### src/rtl/cmo_consts.svh
`ifndef CMO_CONSTS_SVH
`define CMO_CONSTS_SVH

// ----------------------------------------
// Widths
// ----------------------------------------
`define CMO_ADDR_W 30
`define CMO_DATA_W 32
`define CMO_BE_W 4
`define CMO_THR_W 2
`define CMO_ENTRY_W 36

// ----------------------------------------
// Store buffer geometry
// ----------------------------------------
`define CMO_SB_DEPTH 4
`define CMO_PTR_W 2
`define CMO_CNT_W 3
`define CMO_CNT_FULL 3'h4
`define CMO_PTR_STEP 2'h1
`define CMO_CNT_STEP 3'h1

// ----------------------------------------
// Byte lanes, little-endian
// ----------------------------------------
`define CMO_LANE3_MSB 31
`define CMO_LANE3_LSB 24

// ----------------------------------------
// Reset values
// ----------------------------------------
`define CMO_PTR_RST 2'h0
`define CMO_CNT_RST 3'h0
`define CMO_VALID_RST 4'h0
`define CMO_ADDR_RST 30'h0
`define CMO_DATA_RST 32'h0
`define CMO_THR_RST 2'h0

`endif

### src/rtl/cmo_pkg.sv
package cmo_pkg;

    // ----------------------------------------
    // Request kinds from the thread side
    // ----------------------------------------
    typedef enum logic [1:0]
    {
        op_nop = 2'b00,
        op_load = 2'b01,
        op_store = 2'b10,
        op_barrier = 2'b11
    } cmo_op_t;

    // ----------------------------------------
    // Load path states
    // ----------------------------------------
    typedef enum logic [1:0]
    {
        ld_idle = 2'b00,
        ld_req = 2'b01,
        ld_wait = 2'b10,
        ld_resp = 2'b11
    } cmo_ld_state_t;

    // ----------------------------------------
    // Store drain states
    // ----------------------------------------
    typedef enum logic [1:0]
    {
        dr_idle = 2'b00,
        dr_issue = 2'b01,
        dr_ack = 2'b10
    } cmo_dr_state_t;

endpackage : cmo_pkg

### src/rtl/cmo_store_mem.sv
`timescale 1ns/1ps
`include "cmo_consts.svh"

module cmo_store_mem
(
    // Clock
    input logic clock_i,
    // Write port
    input logic wr_en_i,
    input logic [`CMO_PTR_W-1:0] wr_idx_i,
    input logic [`CMO_ENTRY_W-1:0] wr_data_i,
    // Read port, data one cycle later
    input logic rd_en_i,
    input logic [`CMO_PTR_W-1:0] rd_idx_i,
    output logic [`CMO_ENTRY_W-1:0] rd_data_o
);

    logic [`CMO_ENTRY_W-1:0] mem [`CMO_SB_DEPTH];

    always_ff @(posedge clock_i)
    begin
        if (wr_en_i)
        begin
            mem[wr_idx_i] <= wr_data_i;
        end
    end

    // No reset: contents are only read after a write
    always_ff @(posedge clock_i)
    begin
        if (rd_en_i)
        begin
            rd_data_o <= mem[rd_idx_i];
        end
    end

endmodule : cmo_store_mem

### src/rtl/cmo_order_unit.sv
`timescale 1ns/1ps
`include "cmo_consts.svh"

module cmo_order_unit
    import cmo_pkg::*;
(
    // Clock and reset
    input logic clock_i,
    input logic reset_n_i,
    // Thread side requests
    input logic req_valid_i,
    input cmo_op_t req_op_i,
    input logic [`CMO_THR_W-1:0] req_thread_i,
    input logic [`CMO_ADDR_W-1:0] req_addr_i,
    input logic [`CMO_BE_W-1:0] req_be_i,
    input logic [`CMO_DATA_W-1:0] req_wdata_i,
    output logic req_ready_o,
    // Thread side load answers
    output logic rsp_valid_o,
    output logic [`CMO_THR_W-1:0] rsp_thread_o,
    output logic [`CMO_DATA_W-1:0] rsp_rdata_o,
    // Coherent interconnect, stores
    output logic wr_valid_o,
    output logic [`CMO_ADDR_W-1:0] wr_addr_o,
    output logic [`CMO_BE_W-1:0] wr_be_o,
    output logic [`CMO_DATA_W-1:0] wr_data_o,
    input logic wr_ready_i,
    input logic wr_ack_i,
    // Coherent interconnect, loads
    output logic rd_valid_o,
    output logic [`CMO_ADDR_W-1:0] rd_addr_o,
    input logic rd_ready_i,
    input logic rd_rvalid_i,
    input logic [`CMO_DATA_W-1:0] rd_rdata_i,
    // Status
    output logic sb_empty_o
);

    // ----------------------------------------
    // Store buffer bookkeeping
    // ----------------------------------------
    logic [`CMO_SB_DEPTH-1:0] sb_valid;
    logic [`CMO_SB_DEPTH-1:0][`CMO_ADDR_W-1:0] sb_addr;
    logic [`CMO_PTR_W-1:0] wptr;
    logic [`CMO_PTR_W-1:0] rptr;
    logic [`CMO_CNT_W-1:0] count;
    logic [`CMO_CNT_W-1:0] next_count;
    logic [`CMO_ENTRY_W-1:0] mem_rd_data;
    cmo_ld_state_t ld_state;
    cmo_dr_state_t dr_state;
    logic push;
    logic pop;
    logic ld_take;
    logic bar_take;
    logic req_hit;

    // Word match also catches partially overlapping byte stores
    function automatic logic cmo_hit(
        input logic [`CMO_ADDR_W-1:0] a,
        input logic [`CMO_SB_DEPTH-1:0] v,
        input logic [`CMO_SB_DEPTH-1:0][`CMO_ADDR_W-1:0] tab
    );
        logic h;
        h = 1'b0;
        for (int i = 0; i < `CMO_SB_DEPTH; i++)
        begin
            h = h | (v[i] && (tab[i] == a));
        end
        return h;
    endfunction : cmo_hit

    assign req_hit = cmo_hit(req_addr_i, sb_valid, sb_addr);

    // ----------------------------------------
    // Request acceptance
    // ----------------------------------------
    // Whole front stalls while a load is open: a younger store may depend on it
    always_comb
    begin
        req_ready_o = 1'b0;
        if (ld_state == ld_idle)
        begin
            case (req_op_i)
                op_load: req_ready_o = !req_hit;
                op_store: req_ready_o = (count != `CMO_CNT_FULL);
                op_barrier: req_ready_o = (count == `CMO_CNT_RST);
                default: req_ready_o = 1'b1;
            endcase
        end
    end

    assign push = req_valid_i && req_ready_o && (req_op_i == op_store);
    assign ld_take = req_valid_i && req_ready_o && (req_op_i == op_load);
    assign bar_take = req_valid_i && req_ready_o && (req_op_i == op_barrier);
    // Entries leave only on the all-agent acknowledge, so count==0 means visible
    assign pop = (dr_state == dr_ack) && wr_ack_i;
    assign sb_empty_o = (count == `CMO_CNT_RST);

    always_comb
    begin
        next_count = count;
        if (push && !pop)
        begin
            next_count = count + `CMO_CNT_STEP;
        end
        else if (pop && !push)
        begin
            next_count = count - `CMO_CNT_STEP;
        end
    end

    always_ff @(posedge clock_i or negedge reset_n_i)
    begin
        if (!reset_n_i)
        begin
            count <= `CMO_CNT_RST;
            wptr <= `CMO_PTR_RST;
            rptr <= `CMO_PTR_RST;
        end
        else
        begin
            count <= next_count;
            if (push)
            begin
                wptr <= wptr + `CMO_PTR_STEP;
            end
            if (pop)
            begin
                rptr <= rptr + `CMO_PTR_STEP;
            end
        end
    end

    always_ff @(posedge clock_i or negedge reset_n_i)
    begin
        if (!reset_n_i)
        begin
            sb_valid <= `CMO_VALID_RST;
        end
        else
        begin
            for (int i = 0; i < `CMO_SB_DEPTH; i++)
            begin
                if (push && (wptr == i[`CMO_PTR_W-1:0]))
                begin
                    sb_valid[i] <= 1'b1;
                end
                else if (pop && (rptr == i[`CMO_PTR_W-1:0]))
                begin
                    sb_valid[i] <= 1'b0;
                end
            end
        end
    end

    always_ff @(posedge clock_i)
    begin
        if (push)
        begin
            sb_addr[wptr] <= req_addr_i;
        end
    end

    cmo_store_mem cmo_store_mem_i
    (
        .clock_i(clock_i),
        .wr_en_i(push),
        .wr_idx_i(wptr),
        .wr_data_i({req_be_i, req_wdata_i}),
        .rd_en_i((dr_state == dr_idle) && (count != `CMO_CNT_RST)),
        .rd_idx_i(rptr),
        .rd_data_o(mem_rd_data)
    );

    // ----------------------------------------
    // Store drain, one store in flight
    // ----------------------------------------
    // Serialising on the ack trades bandwidth for one global store order
    always_ff @(posedge clock_i or negedge reset_n_i)
    begin
        if (!reset_n_i)
        begin
            dr_state <= dr_idle;
        end
        else
        begin
            case (dr_state)
                dr_idle:
                begin
                    if (count != `CMO_CNT_RST)
                    begin
                        dr_state <= dr_issue;
                    end
                end
                dr_issue:
                begin
                    if (wr_ready_i)
                    begin
                        dr_state <= dr_ack;
                    end
                end
                dr_ack:
                begin
                    if (wr_ack_i)
                    begin
                        dr_state <= dr_idle;
                    end
                end
                default: dr_state <= dr_idle;
            endcase
        end
    end

    assign wr_valid_o = (dr_state == dr_issue);
    assign wr_addr_o = sb_addr[rptr];
    assign wr_be_o = mem_rd_data[`CMO_ENTRY_W-1:`CMO_DATA_W];
    assign wr_data_o = mem_rd_data[`CMO_DATA_W-1:0];

    // ----------------------------------------
    // Load path, one load at a time
    // ----------------------------------------
    always_ff @(posedge clock_i or negedge reset_n_i)
    begin
        if (!reset_n_i)
        begin
            ld_state <= ld_idle;
        end
        else
        begin
            case (ld_state)
                ld_idle:
                begin
                    if (ld_take)
                    begin
                        ld_state <= ld_req;
                    end
                end
                ld_req:
                begin
                    if (rd_ready_i)
                    begin
                        ld_state <= ld_wait;
                    end
                end
                ld_wait:
                begin
                    if (rd_rvalid_i)
                    begin
                        ld_state <= ld_resp;
                    end
                end
                default: ld_state <= ld_idle;
            endcase
        end
    end

    always_ff @(posedge clock_i or negedge reset_n_i)
    begin
        if (!reset_n_i)
        begin
            rd_addr_o <= `CMO_ADDR_RST;
            rsp_thread_o <= `CMO_THR_RST;
            rsp_rdata_o <= `CMO_DATA_RST;
        end
        else
        begin
            if (ld_take)
            begin
                rd_addr_o <= req_addr_i;
                rsp_thread_o <= req_thread_i;
            end
            if ((ld_state == ld_wait) && rd_rvalid_i)
            begin
                rsp_rdata_o <= rd_rdata_i;
            end
        end
    end

    assign rd_valid_o = (ld_state == ld_req);
    assign rsp_valid_o = (ld_state == ld_resp);

    // ----------------------------------------
    // Checks
    // ----------------------------------------
    barrier_drained_a: assert property (
        @(posedge clock_i) disable iff (!reset_n_i)
        bar_take |-> (count == `CMO_CNT_RST) && (dr_state == dr_idle) && !wr_valid_o)
        else $error("barrier passed with stores not yet visible");

    barrier_dekker_a: assert property (
        @(posedge clock_i) disable iff (!reset_n_i)
        bar_take |=> !wr_valid_o && (ld_state == ld_idle))
        else $error("barrier left a store or load open");

    load_no_pending_a: assert property (
        @(posedge clock_i) disable iff (!reset_n_i)
        rd_valid_o |-> !cmo_hit(rd_addr_o, sb_valid, sb_addr))
        else $error("load issued over an unacknowledged same-word store");

    store_single_a: assert property (
        @(posedge clock_i) disable iff (!reset_n_i)
        (wr_valid_o && wr_ready_i) |=> !wr_valid_o [*2])
        else $error("second store issued before acknowledge");

    drain_order_a: assert property (
        @(posedge clock_i) disable iff (!reset_n_i)
        pop |=> (rptr == $past(rptr) + `CMO_PTR_STEP) && !sb_valid[$past(rptr)])
        else $error("store buffer drained out of order");

    lane_keep_a: assert property (
        @(posedge clock_i) disable iff (!reset_n_i)
        (push && (count == `CMO_CNT_RST) && (dr_state == dr_idle)) |-> ##2 wr_valid_o
            && (wr_be_o == $past(req_be_i, 2)) && (wr_data_o == $past(req_wdata_i, 2)))
        else $error("store bytes or lanes changed on the way out");

    load_serial_a: assert property (
        @(posedge clock_i) disable iff (!reset_n_i)
        ld_take |=> rd_valid_o && !req_ready_o)
        else $error("second request taken while a load is open");

    load_answer_a: assert property (
        @(posedge clock_i) disable iff (!reset_n_i)
        ((ld_state == ld_wait) && rd_rvalid_i) |=> rsp_valid_o && (rsp_rdata_o == $past(rd_rdata_i)))
        else $error("load answer not the returned data");

    full_stall_a: assert property (
        @(posedge clock_i) disable iff (!reset_n_i)
        (count == `CMO_CNT_FULL) |-> !push)
        else $error("store accepted into a full buffer");

endmodule : cmo_order_unit

### config.mk
export PLATFORM = sky130hd
export DESIGN_NAME = cmo_order_unit
export DESIGN_NICKNAME = d
export VERILOG_FILES = /design/src/rtl/cmo_pkg.sv /design/src/rtl/cmo_store_mem.sv /design/src/rtl/cmo_order_unit.sv
export VERILOG_INCLUDE_DIRS = /design/src /design/src/rtl
export SDC_FILE = /design/constraint.sdc
export NUM_CORES = 1
export LEC_CHECK = 0
export ABC_CLOCK_PERIOD_IN_PS = 8410
export BUFFER_PORTS_ARGS = -buffer_cell sky130_fd_sc_hd__buf_4
export CORE_MARGIN = 5
export CORE_UTILIZATION = 30
export DETAILED_ROUTE_END_ITERATION = 6
export PLACE_DENSITY_LB_ADDON = 0.1
export RECOVER_POWER = 50
export REMOVE_ABC_BUFFERS = 1
export SLEW_MARGIN = 10
export SYNTH_ARGS = -nofsm -noshare
export SYNTH_HDL_FRONTEND = slang
export SYNTH_SLANG_ARGS = --single-unit
### constraint.sdc
create_clock -name clock_i -period 8.41 [get_ports clock_i]
set_input_delay 1.2615 -clock clock_i [delete_from_list [all_inputs] [get_ports clock_i]]
set_output_delay 1.2615 -clock clock_i [all_outputs]
set_load 0.005 [all_outputs]
==> results of run 1 <==
-- registers in the layout (all words and copies together), names as in the netlist --
name,flops
wptr,2
rd_addr_o,30
rsp_thread_o,2
cmo_store_mem_i.rd_data_o,36
cmo_store_mem_i.mem,144
rsp_rdata_o,32
dr_state,2
sb_addr,120
rptr,2
ld_state,2
sb_valid,4
count,3
-- worst max path at each step --
stage	start	end	slack, ps	depth (start not counted)
floorplan	rptr[0]	wr_addr_o[0]	3800	1
global placement	req_addr_i[16]	req_ready_o	3870	8
detailed placement	req_addr_i[17]	req_ready_o	3900	8
CTS	rptr[0]	wr_addr_o[2]	3870	3
global route	reset_n_i	rptr[1]	2220	2
finish	rptr[0]	wr_addr_o[6]	3130	3
-- critical path, stage by stage (launching register included) --
cell and delay [ps]:
dfrtp_1 1740, buf_4 920, mux4_2 620, buf_4 180
-- metrics by stage --
step           std cells  setup slack (ps)
6_report            1823              3130
4_1_cts             1822              3870
3_3_place_gp        1740              3870
2_1_floorplan        800              3800
5_1_grt             1822              2220
3_5_place_dp        1740              3900
-- logic make-up (layout without fill, tap and decap cells) --
group	after synthesis	after routing	share of synthesized area [%]
xor gates and xnor gates	125	125	6.87
muxes	132	132	14.7
AOI/OAI and AO/OA	22	22	1.01
DFF	379	379	69.0
other	0	1	0
and+or+nand+nor	112	112	4.20
adders and majority gates	15	15	1.23
buffers and inverters	66	349	3.02
-- where the power goes --
group	leakage (nW)	internal (mW)	total (mW)	switching (mW)
clock	0.674	1.06	1.81	0.746
sequential	3.66	2.43	2.66	0.234
combinational	2.40	0.956	1.68	0.724
total	6.74	4.44	6.15	1.70
-- cell type report --
class | count | area [µm²] | area share (%)
clock inverters | 17 | 111 | 0.576
inverters | 15 | 56.3 | 0.291
diodes | 1 | 2.50 | 0.0129
clock buffers | 65 | 1250 | 6.47
flip-flops and latches | 379 | 11000 | 56.8
well taps | 688 | 861 | 4.45
multi-input cells | 406 | 4470 | 23.1
repair buffers | 252 | 1610 | 8.30
-- cell usage in the layout, fill, tap and decap left out, types with 2 or more instances in the layout --
cell and n:
a2111oi_0 2, a21o_1 5, a22oi_1 2, and2_4 4, buf_4 158, clkbuf_1 91
clkbuf_16 45, clkbuf_4 18, clkbuf_8 5, clkinv_1 5, clkinv_2 9, dfrtp_1 78
edfxtp_1 300, ha_1 14, inv_1 15, inv_6 2, mux2_2 35, mux2_4 30
mux4_2 66, nand2_1 12, nand2b_1 2, nand3_1 8, nand4_1 54, nor2_1 6
nor3_1 2, nor4_1 16, o21ai_0 5, o22ai_1 2, xnor2_1 123, xor2_1 2
-- metal layers --
layer	vias up	wire length [µm]	global-route usage, %	part of all wire (%)
met3	52	2090	3.29	4.9
met5	-	0	0	0
met1	4434	19000	19.6	44
met4	0	796	3.56	1.9
met2	213	20900	24.0	49
li1	3816	-	-	-
==> impl_metrics.toml, run 1 <==
[run_status]
status = "finished with violations"
violations = "max-capacitance violations, max-slew violations"

[placement]
place_hpwl_um = 28800
postPlaceCellArea_um2 = 18300
gp_congestion = 0.862
portBuffers = 243

[synthesis]
synth-seq-cells = 379
ys_top_cells_by_area = "edfxtp_1 (57%), dfrtp_1 (12%), mux4_2 (9.3%)"
synthTopCellsByCount = "edfxtp_1 (300), xnor2_1 (123), dfrtp_1 (79), mux4_2 (66), nand4_1 (54)"
yosysTopAreaCellShare_pct = 56.6
syn_inst = 851
synth_top_area_cell = "edfxtp_1"
ys_warn_count = 0
synth_area_um2 = 15900
synth_cell_types = 43
synth_edf_count = 300
ys.flop_type = "edfxtp_1"
synth.most_common_cell = "edfxtp_1"
ys_seq_area_share_pct = 69.0
avgSynthCellArea_um2 = 18.7
ys_async_sr_fraction_pct = 20.8

[timing]
finalCriticalPeriod_ps = 5280
rsz0062_at_grt = "no"
post-route-period-util_pct = 62.8
slew_violations = 192
max_slew.worst_pin.slew_ps = 2660
fin_setup_tns_ps = 0
hold_ws_ps = 501
skew_ps = 21.6
relSlewSlack_pct = -77.7
finalHoldViolCount = 0
fmax_mhz = 189
finalSetupViolCount = 0

[cts]
clk_pin_slew_ps = 60
cts.sinks = 379
ctsHtreeMaxLevel = 2
cts-root-buf = "clkbuf_16"
hold_buffers = 0
cts_resized = 0
tritoncts = "yes"
cts_made_buffers = 44
cts_buffer_depth = 3
insertion_delay_ps = 560
post_cts_buffers = 0

[power]
pwr_density_cell_nw_per_um2 = 318
p_leak_nw = 6.74
finalPower_mw = 6.15
vdd_ir_drop_max_mv = 0.148

[global_routing]
grt_max_degree = 57
grt_overflow = 0
antenna_found_initial = 1
grt_pass1_wl_um = 62000
grt_pass1_vias = 9059
track_usage_pct = 14.5

[worst_setup_path]
reg2reg_slack_ps = 4070
r2r_cells = 6
arrival_ps = 4020
reg2reg_from = "ld_state[1]"
path_max_fanout = 41
startpoint_type = "flop"
cp.required_ps = 7150
critPathKind = "flop to output pin"
setup.worst_path.end_class = "output pin"
r2r-end = "sb_addr[105]"

[finish]
fillers = 5008
drive_gt1_share_pct = 33.5
nets = 1222
final_area_um2 = 19300
syn_to_final_growth_pct = 21.5
postLayoutCoreUtil_pct = 36.8

[drt]
dr.pass1.iters = 5
vias = 8515
drtAntennaViolNets = 0
drt_iter0_markers = 487
routed_via_density = 4.67
drt_wl_total_um = 42800
drc = 0
wl_per_cell_um = 23.5

[hold_path]
min_from = "sb_valid[1]"
hold_class = "flop to flop"
worstHoldEndpoint = "sb_valid[1]"
hold_depth = 1

[floorplan]
dieArea_um2 = 57800
fp.dieW_um = 240
pin_count = 244
core-area_um2 = 52600
initial_utilization_pct = 30.3
rows = 84
die_h_um = 240

[job]
drv_cap = 6
No activity file was read; power rests on OpenSTA's default activity.
==> run 2: changes to the inputs <==
--- a/config.mk
+++ b/config.mk
@@ -6,7 +6,8 @@
 export SDC_FILE = /design/constraint.sdc
 export NUM_CORES = 1
 export LEC_CHECK = 0
-export ABC_CLOCK_PERIOD_IN_PS = 8410
+export ABC_AREA = 1
+export ABC_CLOCK_PERIOD_IN_PS = 4300
 export BUFFER_PORTS_ARGS = -buffer_cell sky130_fd_sc_hd__buf_4
 export CORE_MARGIN = 5
 export CORE_UTILIZATION = 30
==> constraint.sdc (replaced) <==
create_clock -name clock_i -period 4.3 [get_ports clock_i]
set_input_delay 0.645 -clock clock_i [delete_from_list [all_inputs] [get_ports clock_i]]
set_output_delay 0.645 -clock clock_i [all_outputs]
set_load 0.005 [all_outputs]
==> run 2 against run 1 <==
The run still ends with max-capacitance violations, max-slew violations left. Clock power grew 110%. Sequential power grew 92%. Cell count grew 35%. First-iteration DRC count grew 22%. Die area grew 2.0%. Critical path type unchanged.
==> impl_metrics.toml, run 2 <==
[synthesis]
synthMuxAreaShare_pct = 2.29
synthSimpleGateAreaFrac_pct = 12.0
ys_top_cells_by_area = "edfxtp_1 (55%), dfrtp_1 (12%), nand2_1 (7.2%)"
synth_xor_area_share_pct = 2.26
ys_seq_area_share_pct = 67.6
yosysTopAreaCellShare_pct = 55.4
synth.most_common_cell = "nand2_1"
yosys.area_share.adder_pct = 1.20
synth_cell_types = 32
synth_area_um2 = 16300
ys_async_sr_fraction_pct = 20.8
ys.flop_type = "edfxtp_1"
synth_edf_count = 300
synthTopCellsByCount = "nand2_1 (310), edfxtp_1 (300), nor2_1 (159), inv_1 (152), o21ai_0 (140)"
ys_warn_count = 0
avgSynthCellArea_um2 = 11.1
synth-compound-area-share_pct = 9.16
synth_top_area_cell = "edfxtp_1"
syn_inst = 1461
synth_top_family_by_area = "simple AND/OR/NAND/NOR gates"
synth-seq-cells = 379

[worst_setup_path]
setup.worst_path.end_class = "output pin"
startpoint_type = "flop"
arrival_ps = 2990
critPathKind = "flop to output pin"
reg2reg_slack_ps = 1400
reg2reg_from = "rptr[0]"
cp.required_ps = 3650
path_max_fanout = 61
r2r-end = "cmo_store_mem_i.rd_data_o[35]"
r2r_cells = 5

[power]
pwr_density_cell_nw_per_um2 = 621
switchingPower_mw = 4.02
p_comb_share_pct = 28.8
vdd_ir_drop_max_mv = 0.305
p_int_mw = 8.46
p_leak_nw = 7.99
pwr-share-clk_pct = 30.2
power.share.switching_pct = 32.2
p_seq_share_pct = 41.0

[finish]
final_area_um2 = 20100
nets = 1842
multi_input_area_um2 = 4420
regArea_um2 = 11000
top_register = "cmo_store_mem_i.mem"
syn_to_final_growth_pct = 23.6
fillers = 5418
layout_commonest_cell = "nand2_1"
reg_top3 = "cmo_store_mem_i.mem: 144 flops, sb_addr: 120 flops, cmo_store_mem_i.rd_data_o: 36 flops"
largest_reg_flops = 144
final_cell_mix = "nand2_1 (310), edfxtp_1 (300), nor2_1 (154)"
drive_gt1_share_pct = 18.5

[timing]
relSlewSlack_pct = -49.0
finalCriticalPeriod_ps = 3640
max_slew.worst_pin.slew_ps = 2240
slew_violations = 109
skew_ps = 18.8
fin_setup_tns_ps = 0
finalSetupViolCount = 0
rsz0062_at_grt = "no"
finalHoldViolCount = 0
post-route-period-util_pct = 84.6
fmax_mhz = 275

[placement]
place_hpwl_um = 31900
portBuffers = 243
postPlaceCellArea_um2 = 19000
gp_congestion = 0.811

[floorplan]
pin_count = 244
fp.dieW_um = 243
core-area_um2 = 53700
die_h_um = 243
dieArea_um2 = 58900
rows = 85
initial_utilization_pct = 30.3

[drt]
drc = 0
routed_via_density = 4.55
vias = 11178
drt_wl_total_um = 48900
wl_per_cell_um = 19.9
drtAntennaViolNets = 0
dr.pass1.iters = 5
drt_iter0_markers = 592

[global_routing]
grt_pass1_vias = 11539
grt_pass1_wl_um = 73100
grt_overflow = 0
grt_max_degree = 79
antenna_found_initial = 4
track_usage_pct = 16.1

[cts]
cts.sinks = 379
ctsHtreeMaxLevel = 2
insertion_delay_ps = 580
hold_buffers = 0
cts_buffer_depth = 3
cts-root-buf = "clkbuf_16"
tritoncts = "yes"
post_cts_buffers = 0
cts_resized = 0
clk_pin_slew_ps = 60
cts_made_buffers = 46

[hold_path]
min_from = "wr_ready_i"
worstHoldEndpoint = "dr_state[0]"
hold_depth = 2
hold_class = "primary input to flop"

[run_status]
violations = "max-capacitance violations, max-slew violations"
status = "finished with violations"

[job]
drv_cap = 3
==> run 2: cell types whose count changed in the layout (fill, tap and decap cells not counted), sizes merged, moves of 66 or more <==
cell   before  now
inv        17  167
nand2      12  311
o21ai       5  170
xnor2     123   35
nor2        6  160
mux4       66    0
==> run 2: area by class of cell <==
type | count | share of cell area (%)
Inverter | 168 | 3.15
Clock inverter | 26 | 1.12
Timing Repair Buffer | 265 | 8.51
Multi-Input combinational cell | 858 | 22.0
Clock buffer | 60 | 6.15
Tap cell | 696 | 4.33
Sequential cell | 379 | 54.7
Antenna cell | 3 | 0.0374
==> run 2: power groups by stage <==
stage,logic (mW),clock network (mW),registers [mW]
6_report,3.59,3.77,5.11
3_5_place_dp,3.81,0,5.19
3_3_place_gp,3.81,0,5.19
5_1_grt,4.03,4.06,5.21
4_1_cts,3.83,3.90,5.13
2_1_floorplan,1.60,0,5.19
==> run 2: kinds of logic after synthesis <==
kind of cell             Yosys count
XOR/XNOR                          42
flip-flops                       379
multiplexers                      33
adder cells (fa/ha/maj)           15
buffers and inverters            224
AO/OA/AOI/OAI                    268
AND/OR/NAND/NOR                  500
==> run 2: per-stage QoR <==
step	power (mW)	hold slack (ps)	util (%)	setup slack [ps]	instances
2_1_floorplan	6.80	349	-	-246	1405
5_1_grt	13.3	248	37.4	475	2453
6_report	12.5	258	37.4	661	2455
4_1_cts	12.9	45.2	38.0	557	2452
3_3_place_gp	8.99	472	35.3	1240	2366
3_5_place_dp	9.01	472	35.3	1190	2366
==> run 2: worst max-delay path: stages (launching register included) <==
cell     delay (ps)
dfrtp_4         920
buf_4           660
o21ai_0         210
o22ai_1         380
buf_4           180
==> run 2: worst max path at each step <==
| stage | startpoint | to | cells after the start |
|---|---|---|---|
| floorplan | req_op_i[0] | cmo_store_mem_i.mem[0][0] | 5 |
| detailed placement | rptr[0] | wr_addr_o[22] | 4 |
| CTS | rptr[0] | wr_addr_o[22] | 4 |
| finish | rptr[0] | wr_addr_o[22] | 4 |
| global placement | req_addr_i[10] | rd_addr_o[5] | 16 |
| global route | rptr[0] | wr_addr_o[22] | 4 |
==> run 2: per-layer routing <==
| metal | global-route usage [%] | share of wire, % | vias to the layer above |
|---|---|---|---|
| met5 | 0 | 0.049 | - |
| met3 | 3.42 | 4.9 | 62 |
| met2 | 27.6 | 49 | 233 |
| met1 | 21.0 | 44 | 5422 |
| met4 | 4.06 | 1.8 | 4 |
| li1 | - | - | 5457 |
==> run 3: changes to the inputs <==
--- a/config.mk
+++ b/config.mk
@@ -6,8 +6,8 @@
 export SDC_FILE = /design/constraint.sdc
 export NUM_CORES = 1
 export LEC_CHECK = 0
-export ABC_AREA = 1
-export ABC_CLOCK_PERIOD_IN_PS = 4300
+export ABC_AREA = 0
+export ABC_CLOCK_PERIOD_IN_PS = 3300
 export BUFFER_PORTS_ARGS = -buffer_cell sky130_fd_sc_hd__buf_4
 export CORE_MARGIN = 5
 export CORE_UTILIZATION = 30
==> constraint.sdc (replaced) <==
create_clock -name clock_i -period 3.3 [get_ports clock_i]
set_input_delay 0.495 -clock clock_i [delete_from_list [all_inputs] [get_ports clock_i]]
set_output_delay 0.495 -clock clock_i [all_outputs]
set_load 0.005 [all_outputs]
==> run 3 against run 2 <==
The run now ends clean. Non-clock buffer count grew 4. Sequential cell count is the same. Critical path depth grew 3. Via count shrank 23%. Wire length shrank 12%. Largest power group unchanged. Clock power grew 35%. Total power grew 29%. Die area shrank 1.9%. First-iteration DRC count shrank 29%. Cell count shrank 25%. Clock skew shrank 0.88 ps. Final area shrank 2.1%.
==> impl_metrics.toml, run 3 (synthesis results as in run 1) <==
[finish]
largest_reg_flops = 144
layout_commonest_cell = "edfxtp_1"
final_cell_mix = "edfxtp_1 (300), xnor2_1 (122), clkbuf_1 (109)"
finalNonFillerCells = 1842
postLayoutCoreUtil_pct = 37.4
final_area_um2 = 19700
reg_top3 = "cmo_store_mem_i.mem: 144 flops, sb_addr: 120 flops, cmo_store_mem_i.rd_data_o: 36 flops"
syn_to_final_growth_pct = 23.5
nets = 1240
drive_gt1_share_pct = 32.9
top_register = "cmo_store_mem_i.mem"

[placement]
place_ws_ps = 343
place_hpwl_um = 30100
gp_congestion = 0.879
post-place-cells = 1756
postPlaceCellArea_um2 = 18500
portBuffers = 243

[job]
drv_cap = 0

[timing]
skew_ps = 17.9
finalHoldViolCount = 0
setup_ws_ps = 109
hold_ws_ps = 151
fin_setup_tns_ps = 0
post-route-period-util_pct = 96.7
finalCriticalPeriod_ps = 3190
max_slew.worst_pin.slew_ps = 1370
finalSetupViolCount = 0
rsz0062_at_grt = "no"
fmax_mhz = 313
slew_violations = 0
relSlewSlack_pct = 8.48

[global_routing]
grt_overflow = 0
top_usage_layer = "met2"
grtUsageMet3_pct = 3.67
use_met1_pct = 19.4
grt_max_degree = 45
track_usage_pct = 14.7
grt_pass1_wl_um = 62500
antenna_found_initial = 1
grt_pass1_vias = 9245
grt_use_met2_pct = 24.3

[worst_setup_path]
path_max_fanout = 3
r2r_cells = 11
setup.worst_path.end_class = "output pin"
r2r-end = "count[2]"
reg2reg_slack_ps = 660
startpoint_type = "flop"
arrival_ps = 2700
critPathKind = "flop to output pin"
reg2reg_from = "ld_state[1]"
cp.required_ps = 2800

[hold_path]
worstHoldEndpoint = "dr_state[1]"
hold_class = "primary input to flop"
hold_depth = 2
min_from = "wr_ack_i"

[cts]
cts_made_buffers = 45
insertion_delay_ps = 570
ctsHtreeMaxLevel = 2
cts_buffer_depth = 3
clk_pin_slew_ps = 60
cts.sinks = 379
cts-root-buf = "clkbuf_16"
tritoncts = "yes"

[drt]
drt_wl_total_um = 43200
wl_per_cell_um = 23.5
drt_iter0_markers = 421
dr.pass1.iters = 5
drtAntennaViolNets = 0
drc = 0
routed_via_density = 4.68
vias = 8622

[power]
pwr_density_cell_nw_per_um2 = 815
vdd_ir_drop_max_mv = 0.466
p_leak_nw = 6.82
finalPower_mw = 16.0

[run_status]
status = "finished, final reports clean"

[floorplan]
pin_count = 244
dieArea_um2 = 57800
fp.dieW_um = 240
rows = 84
die_h_um = 240
initial_utilization_pct = 30.3
core-area_um2 = 52600
[run 3: cell count changes in the layout (fill, tap and decap cells not counted), moves of 35 or more]
| cell | before | now |
|---|---|---|
| nand2_1 | 310 | 12 |
| nor2_1 | 154 | 6 |
| inv_1 | 151 | 15 |
| o21ai_0 | 140 | 5 |
| xnor2_1 | 35 | 122 |
| mux4_2 | 0 | 66 |
| a21oi_1 | 48 | 1 |
| o22ai_1 | 48 | 2 |
| nand4_1 | 19 | 54 |
[run 3: area by class of cell]
cell class / count / area, µm²
sequential: 379 / 11000
antenna: 1 / 2.50
timing repair buffer: 269 / 1770
clock inverter: 27 / 289
inverter: 15 / 56.3
clock buffer: 57 / 1220
tap: 688 / 861
multi-input combinational: 406 / 4490
fill: 5009 / 32900
[run 3: how the worst max path moves through the flow]
stage,to,depth (start not counted),from
after floorplan,wr_addr_o[0],1,rptr[0]
after global placement,req_ready_o,8,req_addr_i[24]
after detailed placement,req_ready_o,8,req_addr_i[24]
after CTS,req_ready_o,7,sb_addr[84]
after global routing,req_ready_o,7,sb_addr[84]
final,req_ready_o,7,sb_addr[84]
[run 3: metal layers]
| layer | wire length (µm) | vias up |
|---|---|---|
| met2 | 21000 | 264 |
| met4 | 1210 | 0 |
| met5 | 0 | - |
| li1 | - | 3835 |
| met1 | 18600 | 4446 |
| met3 | 2330 | 77 |
[run 3: critical path, stage by stage, from the launching register on]
cell and delay (ps):
edfxtp_1 400, xnor2_1 190, nand4_1 240, a2111oi_1 470, and4bb_2 340, nor3_1 100
o221a_2 260, buf_4 140
[run 3: power breakdown]
part	leakage [nW]	internal, mW	switching [mW]
Combinational	2.43	2.33	1.79
Sequential	3.66	6.17	0.668
Clock	0.733	3.09	1.99
[run 3: what timing repair did]
action	4_1_cts	5_1_grt
gates resized for setup	1	1
setup endpoints to repair	1	1
buffers inserted	0	0
hold buffers	1	0
hold endpoints to repair	42	0
